[src/logic/dsw_pkg.sv]
// Package for the serial write port: word layout, modes, timing figures.
// Assumes a 100 MHz system clock sampling the serial pins.
`default_nettype none
package dsw_pkg;
   // ****************************************
   // Word layout
   // ****************************************
   localparam int WORD_BITS   = 16;
   localparam int CODE_BITS   = 12;
   localparam int MODE_BITS   = 2;
   localparam int CODE_LSB    = 0;
   localparam int MODE_LSB    = 12;
   localparam int CNT_BITS    = 5;
   localparam logic [4:0] LAST_EDGE = 5'h10;
   localparam logic [11:0] CODE_RESET = 12'h000;
   localparam logic [11:0] CODE_FULL  = 12'hfff;
   localparam int FIFO_DEPTH  = 16;
   localparam int FIFO_AW     = 4;

   // ****************************************
   // Operating modes
   // ****************************************
   typedef enum logic [1:0] {
      DSW_MODE_NORMAL = 2'h0,
      DSW_MODE_PD_1K  = 2'h1,
      DSW_MODE_PD_100K = 2'h2,
      DSW_MODE_PD_TRI = 2'h3
   } dsw_mode_t;

   // ****************************************
   // Timing
   // ****************************************
   localparam int CLK_PERIOD_NS   = 10;
   localparam int SYNC_HIGH_MIN_NS = 33;
   localparam int SYNC_HIGH_CYC =
      (SYNC_HIGH_MIN_NS + CLK_PERIOD_NS - 1) / CLK_PERIOD_NS;
endpackage : dsw_pkg
`default_nettype wire

[src/logic/dsw_word_if.sv]
// Carrier for applied words between the front end and the FIFO.
// Assumes one clock domain shared by both ends.
`timescale 1ns/10ps
`default_nettype none
interface dsw_word_if;
   logic        valid;
   logic        ready;
   logic [15:0] data;
   modport src  (output valid, output data, input ready);
   modport sink (input valid, input data, output ready);
endinterface : dsw_word_if
`default_nettype wire

[src/logic/dsw_fifo.sv]
// Synchronous FIFO with valid/ready on both sides.
// Assumes a single clock and synchronous active-high reset.
`timescale 1ns/10ps
`default_nettype none
module dsw_fifo #(
   parameter int WIDTH = 16,
   parameter int DEPTH = 16,
   parameter int AW    = 4
) (
   input  wire logic             clk_i,
   input  wire logic             reset_i,
   input  wire logic             in_valid_i,
   output logic                  in_ready_o,
   input  wire logic [WIDTH-1:0] in_data_i,
   output logic                  out_valid_o,
   input  wire logic             out_ready_i,
   output logic      [WIDTH-1:0] out_data_o
);
   logic [WIDTH-1:0] mem [DEPTH];
   logic [AW:0]      wr_ptr;
   logic [AW:0]      rd_ptr;
   logic [WIDTH-1:0] rd_q;
   logic             rd_valid;
   wire              full  = (wr_ptr[AW] != rd_ptr[AW]) &&
                             (wr_ptr[AW-1:0] == rd_ptr[AW-1:0]);
   wire              empty = (wr_ptr == rd_ptr);
   wire              push  = in_valid_i && !full;
   // Output register refills when empty or being drained
   wire              pop   = !empty && (!rd_valid || out_ready_i);

   assign in_ready_o  = !full;
   assign out_valid_o = rd_valid;
   assign out_data_o  = rd_q;

   // Storage write
   always_ff @(posedge clk_i) begin
      if (push) begin
         mem[wr_ptr[AW-1:0]] <= in_data_i;
      end
   end

   // Pointers and registered read data
   always_ff @(posedge clk_i) begin
      if (reset_i) begin
         wr_ptr   <= '0;
         rd_ptr   <= '0;
         rd_valid <= 1'b0;
         rd_q     <= '0;
      end else begin
         if (push) wr_ptr <= wr_ptr + 1'b1;
         if (pop) begin
            rd_ptr   <= rd_ptr + 1'b1;
            rd_q     <= mem[rd_ptr[AW-1:0]];
            rd_valid <= 1'b1;
         end else if (out_ready_i) begin
            rd_valid <= 1'b0;
         end
      end
   end

   a_fifo_no_overflow : assert property (@(posedge clk_i) disable iff (reset_i)
      full |-> ##1 (wr_ptr == $past(wr_ptr)))
      else $error("FIFO pointer moved while full");
endmodule : dsw_fifo
`default_nettype wire

[src/logic/dsw_top.sv]
// Serial write port of a 12-bit converter: frame select, shift clock, data.
// Assumes pins are asynchronous to clk_i and sampled through two flops.
`timescale 1ns/10ps
`default_nettype none
module dsw_top (
   input  wire logic        clk_i,
   input  wire logic        reset_i,
   input  wire logic        sync_n_i,
   input  wire logic        sclk_i,
   input  wire logic        din_i,
   output logic      [11:0] code_o,
   output logic      [1:0]  mode_o,
   output logic             powered_down_o,
   output logic             pd_1k_o,
   output logic             pd_100k_o,
   output logic             pd_tristate_o,
   output logic             frame_abort_o,
   output logic             word_busy_o
);
   // ****************************************
   // Pin synchronisers
   // ****************************************
   logic [2:0] sync_a;
   logic [2:0] sync_b;
   logic       sclk_prev;

   // Two flops per pin; only the second stage feeds logic
   always_ff @(posedge clk_i) begin
      if (reset_i) begin
         // Parked at the idle level so no false clock edge follows reset
         sync_a    <= '1;
         sync_b    <= '1;
         sclk_prev <= 1'b1;
      end else begin
         sync_a    <= {sync_n_i, sclk_i, din_i};
         sync_b    <= sync_a;
         sclk_prev <= sync_b[1];
      end
   end

   wire sel_n   = sync_b[2];
   wire sclk_s  = sync_b[1];
   wire din_s   = sync_b[0];
   wire sclk_fall = sclk_prev && !sclk_s;

   // ****************************************
   // Frame state machine
   // ****************************************
   typedef enum logic [1:0] {
      DSW_IDLE,
      DSW_SHIFT,
      DSW_DONE
   } dsw_state_t;

   dsw_state_t                     state;
   dsw_state_t                     next_state;
   logic [dsw_pkg::WORD_BITS-1:0] shreg;
   logic [dsw_pkg::CNT_BITS-1:0]  bit_cnt;

   function automatic logic [dsw_pkg::WORD_BITS-1:0] shift_in(
      input logic [dsw_pkg::WORD_BITS-1:0] cur,
      input logic                          bit_in);
      shift_in = {cur[dsw_pkg::WORD_BITS-2:0], bit_in}; // MSB first
   endfunction : shift_in

   wire take_bit  = (state == DSW_SHIFT) && sclk_fall;
   wire last_bit  = take_bit &&
                    (bit_cnt == dsw_pkg::LAST_EDGE - 5'h01);
   wire early_end = (state == DSW_SHIFT) && sel_n;
   wire [dsw_pkg::WORD_BITS-1:0] word_now = shift_in(shreg, din_s);

   // Next-state decode
   always_comb begin
      next_state = state;
      case (state)
         DSW_IDLE:  if (!sel_n) next_state = DSW_SHIFT;
         DSW_SHIFT: begin
            if (sel_n) next_state = DSW_IDLE;
            else if (last_bit) next_state = DSW_DONE;
         end
         DSW_DONE:  if (sel_n) next_state = DSW_IDLE;
         default:   next_state = DSW_IDLE;
      endcase
   end

   // Shift register and edge counter; cleared on every abort and once the
   // sixteenth bit has left through word_now, so the count stays below 16
   always_ff @(posedge clk_i) begin
      if (reset_i || state != DSW_SHIFT || sel_n || last_bit) begin
         shreg   <= '0;
         bit_cnt <= '0;
      end else if (take_bit) begin
         shreg   <= word_now;
         bit_cnt <= bit_cnt + 5'h01;
      end
   end

   always_ff @(posedge clk_i) begin
      if (reset_i) state <= DSW_IDLE;
      else         state <= next_state;
   end

   // ****************************************
   // Applied-word FIFO
   // ****************************************
   // Words queue here so a burst of frames is never lost; the apply side
   // drains one word a cycle, so the queue only fills if held.
   dsw_word_if wq ();
   assign wq.valid = last_bit && !sel_n;
   assign wq.data  = word_now;

   logic                          app_valid;
   logic [dsw_pkg::WORD_BITS-1:0] app_data;

   dsw_fifo #(
      .WIDTH (dsw_pkg::WORD_BITS),
      .DEPTH (dsw_pkg::FIFO_DEPTH),
      .AW    (dsw_pkg::FIFO_AW)
   ) u_fifo (
      .clk_i       (clk_i),
      .reset_i     (reset_i),
      .in_valid_i  (wq.valid),
      .in_ready_o  (wq.ready),
      .in_data_i   (wq.data),
      .out_valid_o (app_valid),
      .out_ready_i (1'b1),
      .out_data_o  (app_data)
   );

   // ****************************************
   // Code and mode registers
   // ****************************************
   wire [dsw_pkg::CODE_BITS-1:0] next_code =
      app_data[dsw_pkg::CODE_LSB +: dsw_pkg::CODE_BITS];
   wire [dsw_pkg::MODE_BITS-1:0] next_mode =
      app_data[dsw_pkg::MODE_LSB +: dsw_pkg::MODE_BITS];

   // Code and mode update together from one word
   always_ff @(posedge clk_i) begin
      if (reset_i) begin
         code_o <= dsw_pkg::CODE_RESET;
         mode_o <= dsw_pkg::DSW_MODE_NORMAL;
      end else if (app_valid) begin
         code_o <= next_code;
         mode_o <= next_mode;
      end
   end

   // Mode decode to power-down controls
   assign powered_down_o = (mode_o != dsw_pkg::DSW_MODE_NORMAL);
   assign pd_1k_o        = (mode_o == dsw_pkg::DSW_MODE_PD_1K);
   assign pd_100k_o      = (mode_o == dsw_pkg::DSW_MODE_PD_100K);
   assign pd_tristate_o  = (mode_o == dsw_pkg::DSW_MODE_PD_TRI);

   // Status flags, registered
   always_ff @(posedge clk_i) begin
      if (reset_i) begin
         frame_abort_o <= 1'b0;
         word_busy_o   <= 1'b0;
      end else begin
         frame_abort_o <= early_end;
         word_busy_o   <= (next_state == DSW_SHIFT);
      end
   end

   // ****************************************
   // Assertions
   // ****************************************
   // Counter and framing: the count never reaches sixteen, and a high
   // select or an idle state holds it at zero
   a_count_bound : assert property (
      @(posedge clk_i) disable iff (reset_i)
      bit_cnt < dsw_pkg::LAST_EDGE)
      else $error("Edge count passed sixteen");
   a_idle_no_shift : assert property (
      @(posedge clk_i) disable iff (reset_i)
      (state == DSW_IDLE) |-> ##1 (bit_cnt == 5'h00))
      else $error("Counter moved outside a frame");
   a_select_clears : assert property (
      @(posedge clk_i) disable iff (reset_i)
      sel_n |=> (bit_cnt == 5'h00))
      else $error("Counter kept while select high");
   a_busy_shift : assert property (
      @(posedge clk_i) disable iff (reset_i)
      ((state == DSW_SHIFT) && !sel_n && !last_bit) |=> word_busy_o)
      else $error("Busy flag low inside a frame");
   a_shift_sample : assert property (
      @(posedge clk_i) disable iff (reset_i)
      (take_bit && !last_bit && !sel_n) |=> shreg[0] == $past(din_s))
      else $error("Bit not sampled on falling edge");

   // Apply path: FIFO write, FIFO output register, then the code
   // register, so the word shows three cycles after the last edge
   a_apply_word : assert property (
      @(posedge clk_i) disable iff (reset_i)
      wq.valid |-> ##3 (code_o ==
         $past(wq.data[dsw_pkg::CODE_LSB +: dsw_pkg::CODE_BITS], 3)))
      else $error("Code not applied three cycles after last edge");
   a_push_ready : assert property (
      @(posedge clk_i) disable iff (reset_i)
      wq.valid |-> wq.ready)
      else $error("Word offered to a full queue");
   a_code_hold : assert property (
      @(posedge clk_i) disable iff (reset_i)
      !app_valid |=> $stable(code_o) && $stable(mode_o))
      else $error("Code or mode moved without a word");
   a_code_taken : assert property (
      @(posedge clk_i) disable iff (reset_i)
      app_valid |=> code_o ==
         $past(app_data[dsw_pkg::CODE_LSB +: dsw_pkg::CODE_BITS]))
      else $error("Code taken from wrong bits");
   a_field_split : assert property (
      @(posedge clk_i) disable iff (reset_i)
      app_valid |=> mode_o ==
         $past(app_data[dsw_pkg::MODE_LSB +: dsw_pkg::MODE_BITS]))
      else $error("Mode taken from wrong bits");

   // Aborted frames: nothing applied, one pulse, shift state wiped
   a_abort_keeps : assert property (
      @(posedge clk_i) disable iff (reset_i)
      (early_end && !app_valid) |=> $stable(code_o) && $stable(mode_o))
      else $error("Aborted frame changed code or mode");
   a_abort_pulse : assert property (
      @(posedge clk_i) disable iff (reset_i)
      early_end |=> frame_abort_o && (state == DSW_IDLE))
      else $error("Abort not flagged");
   a_abort_single : assert property (
      @(posedge clk_i) disable iff (reset_i)
      frame_abort_o |=> !frame_abort_o)
      else $error("Abort flag held longer than a cycle");
   a_abort_clears : assert property (
      @(posedge clk_i) disable iff (reset_i)
      early_end |=> (bit_cnt == 5'h00) && (shreg == '0))
      else $error("Partial word kept after abort");

   // After the sixteenth edge the port waits for select to rise
   a_done_ignores : assert property (
      @(posedge clk_i) disable iff (reset_i)
      (state == DSW_DONE) |-> !wq.valid)
      else $error("Word pushed after sixteenth edge");
   a_done_hold : assert property (
      @(posedge clk_i) disable iff (reset_i)
      ((state == DSW_DONE) && !sel_n) |=> (state == DSW_DONE))
      else $error("Left done state with select low");

   // Mode decode: at most one load choice at a time
   a_mode_decode : assert property (
      @(posedge clk_i) disable iff (reset_i)
      powered_down_o == (pd_1k_o || pd_100k_o || pd_tristate_o))
      else $error("Power-down decode mismatch");
   a_pd_onehot : assert property (
      @(posedge clk_i) disable iff (reset_i)
      $onehot0({pd_1k_o, pd_100k_o, pd_tristate_o}))
      else $error("Two power-down loads chosen");

   // Reset clears code and mode on the edge that sees it
   a_reset_zero : assert property (
      @(posedge clk_i)
      reset_i |=> (code_o == dsw_pkg::CODE_RESET) &&
                  (mode_o == dsw_pkg::DSW_MODE_NORMAL))
      else $error("Code not zero after reset");

   c_full_frame : cover property (@(posedge clk_i) wq.valid);
   c_abort      : cover property (@(posedge clk_i) early_end && bit_cnt > 5'h0);
   c_tristate   : cover property (@(posedge clk_i) pd_tristate_o);
   c_done_hold  : cover property (@(posedge clk_i) state == DSW_DONE && sclk_fall);
endmodule : dsw_top
`default_nettype wire

[config.mk]
export PLATFORM = sky130hd
export DESIGN_NAME = dsw_top
export DESIGN_NICKNAME = d
export VERILOG_FILES = /design/src/logic/dsw_pkg.sv /design/src/logic/dsw_word_if.sv /design/src/logic/dsw_fifo.sv /design/src/logic/dsw_top.sv
export SDC_FILE = /design/constraint.sdc
export NUM_CORES = 1
export LEC_CHECK = 0
export ABC_CLOCK_PERIOD_IN_PS = 2500
export BUFFER_PORTS_ARGS = -buffer_cell sky130_fd_sc_hd__buf_2
export CAP_MARGIN = 0
export CORE_MARGIN = 2
export CORE_UTILIZATION = 40
export CTS_BUF_LIST = sky130_fd_sc_hd__clkbuf_16
export DETAILED_ROUTE_END_ITERATION = 8
export MAX_ROUTING_LAYER = met4
export PLACE_DENSITY = 0.62
export SETUP_SLACK_MARGIN = 0.5
export SKIP_CTS_REPAIR_TIMING = 1
export SLEW_MARGIN = 25
export SYNTH_ARGS = -nofsm -noshare
export SYNTH_HDL_FRONTEND = slang
export SYNTH_SLANG_ARGS = --single-unit
[constraint.sdc]
create_clock -name clk_i -period 2.5 [get_ports clk_i]
set_input_delay 0.5 -clock clk_i [delete_from_list [all_inputs] [get_ports clk_i]]
set_output_delay 0.5 -clock clk_i [all_outputs]
set_load 0.02 [all_outputs]
==> results.cfg, run 1 <==
[clock_network]
cts_tree = built
clock_sinks = 292
clk_latency_ns = 0.55
cts_buffers = 28
clockBufferDepth = 3
clk_pin_slew_worst_paths_ns = 0.06
cts_root_buf = clkbuf_16
htreeDepth = 1

[floorplanning]
io_pins = 25
die_area_um2 = 30200
initial_utilization = 0.403
die_w_um = 174
num_rows = 62
core-area_um2 = 28500
die_y_um = 174

[power_and_ir_drop]
power_density_nw_per_um2 = 835
finalPower_w = 0.0112
peakVddDrop_v = 0.000629
leakage_nw = 3.83

[routing]
vias = 6540
dr.pass1.iters = 5
wl_um = 28700
drc_errors = 0
routedWlPerCell_um = 24.6
viasPerCell = 5.62
ant_nets = 0
drtIter0Drc = 542

[synth]
synthFlopType = edfxtp_1
synth_top_cell_by_area = edfxtp_1
ys_types = 50
synthesis.nets = 706
synth_area_leaders = edfxtp_1 (58%), dfxtp_1 (12%), mux2i_1 (6.2%)
netlist_area_um2 = 11500
ys_seq_area_frac = 0.703
yosysMostFrequentCell = edfxtp_1
syn_inst = 694
syn_area_per_cell_um2 = 16.6
async_flop_share = 0
synth_seq_cells = 292
yosysWarningCount = 0
netlist_top_cells_count = edfxtp_1 (224), mux2i_1 (71), dfxtp_1 (68)
synth_edf_count = 224
synth_top_area_share = 0.584

[worst_hold_path]
hold_path_end = sync_a[2]$_SDFF_PP1_
min_path_cells = 2
min_from = sync_n_i
hold_class = primary input to register

[sta]
finalCritPeriodShare = 0.887
finalSetupViolations = 0
timing.fmax_mhz = 451
rsz0062_at_grt = true
max_slew_margin = 0.343
hold_violations = 0
finClkSkew_ns = 0.0161
tns_ns = 0
worst_slew_pin_slew_ns = 0.985
min_period_ns = 2.22
report.final.slew_viol_count = 0

[global_route]
grt-ovfl-total = 0
grt_max_degree = 48
grtUsageTotal = 0.186
antenna_found_initial = 0
grt_pass1_wl_um = 40500
grt_pass1_vias = 6381

[worst_setup_path]
r2r-end = u_fifo.mem[10][6]$_DFFE_PP_
crit_type = register to register
crit_fanout = 24
rr_worst_depth = 7
r2r_slack_ns = 0.28
arrival_ns = 2.46
rr_startpoint = bit_cnt[1]$_SDFFE_PP0N_
crit_path_start_kind = register
cp.required_ns = 2.74
end_kind = register

[finish]
diodes = 0
n_fill_cell = 2419
drive_gt1_frac = 0.290
instances_no_fill = 1164
fin_area_um2 = 13400
final_util = 0.470
nets = 770
syn_to_final_growth_pct = 16.6

[place]
post-dp-hpwl_um = 18100
dpl_cell_area_um2 = 12200
port-buffer-count = 24
place_inst = 1088
gp_congestion = 0.893

[outcome]
status = completed

[run]
drv_cap = 0
[placed cells by master (no fill, tap or decap), drive strengths merged, types with 28 or more instances in the layout]
cell    instances
edfxtp        224
mux2i          71
dfxtp          68
buf            62
nand2          45
and3           31
clkbuf         29
mux4           28
nor2           28
o22ai          28
[where the power goes]
group | leakage [nW] | internal (W) | switching, W
combinational | 1.23 | 0.000694 | 0.000756
clock | 0.480 | 0.00251 | 0.00176
sequential | 2.13 | 0.00531 | 0.000190
[worst max path at each step]
stage | from | endpoint | slack (ns)
floorplan | bit_cnt[1]$_SDFFE_PP0N_ | u_fifo.mem[4][0]$_DFFE_PP_ | 0.47
global placement | u_fifo.rd_ptr[1]$_SDFFE_PP0P_ | u_fifo.out_data_o[10]$_SDFFE_PP0P_ | 0.13
detailed placement | bit_cnt[1]$_SDFFE_PP0N_ | u_fifo.mem[1][0]$_DFFE_PP_ | 0.15
CTS | bit_cnt[1]$_SDFFE_PP0N_ | u_fifo.mem[1][0]$_DFFE_PP_ | 0.11
global route | bit_cnt[1]$_SDFFE_PP0N_ | u_fifo.mem[10][3]$_DFFE_PP_ | 0.20
finish | bit_cnt[1]$_SDFFE_PP0N_ | u_fifo.mem[10][6]$_DFFE_PP_ | 0.28
[registers in the layout, indices dropped and copies added (netlist names)]
register / count
bit_cnt: 5
code_o: 12
frame_abort_o: 1
mode_o: 2
sclk_prev: 1
shreg: 13
state: 2
sync_a: 3
sync_b: 3
u_fifo.mem: 224
u_fifo.out_data_o: 14
u_fifo.out_valid_o: 1
u_fifo.rd_ptr: 5
u_fifo.wr_ptr: 5
word_busy_o: 1
[layout make-up]
| class | instances | area, µm² | share of cell area |
|---|---|---|---|
| Sequential cell | 292 | 8110 | 0.604 |
| Multi-Input combinational cell | 369 | 3430 | 0.255 |
| Clock buffer | 29 | 726 | 0.0540 |
| Tap cell | 384 | 480 | 0.0358 |
| Timing Repair Buffer | 62 | 458 | 0.0341 |
| Clock inverter | 23 | 211 | 0.0157 |
| Inverter | 5 | 18.8 | 0.00140 |
[per-layer routing]
| layer | vias to the layer above | track usage | part of all wire |
|---|---|---|---|
| li1 | 2860 | - | - |
| met1 | 3352 | 0.227 | 0.40 |
| met2 | 262 | 0.306 | 0.49 |
| met4 | 0 | 0.0732 | 0.031 |
| met5 | - | - | 0 |
| met3 | 66 | 0.0371 | 0.075 |
[stage by stage]
| stage | setup slack, ns | hold WS [ns] |
|---|---|---|
| after global routing | 0.201 | 0.126 |
| after detailed placement | 0.149 | 0.394 |
| after floorplan | 0.475 | 0.389 |
| after global placement | 0.126 | 0.392 |
| after CTS | 0.115 | 0.118 |
| final | 0.282 | 0.131 |
[worst max-delay path, cell delays in order, from the launching register on]
cell      delay [ns]
dfxtp_4         0.37
ha_4            0.13
and3_4          0.19
ha_4            0.14
nor3b_4         0.25
a21boi_4        0.29
buf_12          0.21
and3_4          0.29
[logic make-up (layout without fill, tap and decap cells)]
| family | count (synthesis) | count (layout) | share of synthesized area |
|---|---|---|---|
| muxes | 104 | 104 | 0.121 |
| AOI/OAI and AO/OA | 88 | 88 | 0.0686 |
| DFF | 292 | 292 | 0.703 |
| xor gates and xnor gates | 9 | 9 | 0.00685 |
| buffers and inverters | 47 | 119 | 0.0251 |
| adders and majority gates | 7 | 7 | 0.00761 |
| and+or+nand+nor | 147 | 161 | 0.0679 |
Note: power is estimated with default switching activity, not from simulation.
==> run 2: changes to the inputs <==
CORE_MARGIN = default   (was 2)
==> results.cfg, run 2 (synthesis gave the netlist of run 1 again) <==
[clock_network]
cts_tree = built
clk_latency_ns = 0.56
cts_root_buf = clkbuf_16
clk_pin_slew_worst_paths_ns = 0.06
htreeDepth = 1
clock_sinks = 292
cts_buffers = 29
clockBufferDepth = 3

[worst_setup_path]
crit_fanout = 17
worstSetupStartpoint = bit_cnt[0]$_SDFFE_PP0N_
crit_path_start_kind = register
arrival_ns = 2.46
crit_type = register to register
end_kind = register
rr_startpoint = bit_cnt[0]$_SDFFE_PP0N_
cp.required_ns = 2.75

[finish]
drive_gt1_frac = 0.297
n_fill_cell = 2352
largest_reg_flops = 224
final_common_cell = edfxtp_1
nets = 773
diodes = 0
syn_to_final_growth_pct = 17.9
mostFrequentLayoutCells = edfxtp_1 (224), mux2i_1 (68), dfxtp_1 (62), nand2_1 (44), buf_4 (32)

[place]
port-buffer-count = 24
dp_slack_ns = 0.210
gp_congestion = 0.968
post-dp-hpwl_um = 17300

[floorplanning]
io_pins = 25
die_w_um = 172
num_rows = 61
core-area_um2 = 28000
die_area_um2 = 29500
initial_utilization = 0.411
die_y_um = 172

[global_route]
antenna_found_initial = 0
grt.met2_usage = 0.316
grt-ovfl-total = 0
top_usage_layer = met2
grt_pass1_wl_um = 39300
grt_pass1_vias = 6270
grtUsageTotal = 0.190
met1_usage = 0.240
grtUsageMet3 = 0.0278
grt_max_degree = 59

[sta]
finalSetupViolations = 0
finClkSkew_ns = 0.0228
rsz0062_at_grt = true
timing.fmax_mhz = 453
worst_slew_pin_slew_ns = 0.985
setup_slack_ns = 0.291
tns_ns = 0
hold_violations = 0
fin_hold_ws_ns = 0.120
max_slew_margin = 0.342
finalCritPeriodShare = 0.883
report.final.slew_viol_count = 0
min_period_ns = 2.21

[routing]
ant_nets = 0
wl_um = 28700
routedWlPerCell_um = 24.7
viasPerCell = 5.65
vias = 6553
dr.pass1.iters = 5
drtIter0Drc = 642
drc_errors = 0

[power_and_ir_drop]
power_density_nw_per_um2 = 857
leakage_nw = 3.91
peakVddDrop_v = 0.000519

[outcome]
status = completed

[worst_hold_path]
min_from = sync_n_i
hold_class = primary input to register

[run]
drv_cap = 0
-- run 2: path summary, 6_finish.rpt --
| kind | to | slack, ns | depth (start not counted) |
|---|---|---|---|
| setup / recovery | u_fifo.mem[4][6]$_DFFE_PP_ | 0.29 | 7 |
| hold / removal | sync_a[2]$_SDFF_PP1_ | 0.12 | 2 |
| setup reg to reg | u_fifo.mem[4][6]$_DFFE_PP_ | 0.29 | 7 |
| hold reg to reg | sync_b[2]$_SDFF_PP1_ | 0.41 | 1 |
-- run 2: layout make-up --
class                      instances  area, µm²  area share
clock buffer                      29        726      0.0535
clock inverter                    23        307      0.0226
inverter                           5       18.8     0.00138
multi-input combinational        371       3470       0.256
sequential                       292       8110       0.598
tap                              378        473      0.0349
timing repair buffer              62        468      0.0345
-- run 2: worst max-delay path, cell delays in order, from the launching register on --
cell and delay, ns:
dfxtp_4 0.37, ha_4 0.12, and3_4 0.19, ha_4 0.14, nor3b_4 0.23, a21boi_4 0.33, buf_12 0.20, and3_4 0.31
-- run 2: metrics by stage --
step                 util  total power, W  cell area (µm²)  std cells
finish              0.484          0.0116            13600       1160
global placement    0.433         0.00690            12100       1076
floorplan               -         0.00668            11600        694
global route        0.484          0.0120            13600       1160
CTS                 0.470          0.0115            13200       1128
detailed placement  0.433         0.00691            12100       1076
-- run 2: layer usage --
metal / vias to the layer above / wire (µm)
li1: 2880 / -
met1: 3349 / 11700
met2: 272 / 14200
met3: 52 / 2070
met4: 0 / 674
met5: - / 0
-- run 2: where the power goes --
group          leakage (nW)  switching (W)  internal, W  total [W]
logic                  1.27       0.000755     0.000702    0.00146
clock network         0.504        0.00183      0.00284    0.00467
registers              2.13       0.000190      0.00531    0.00550
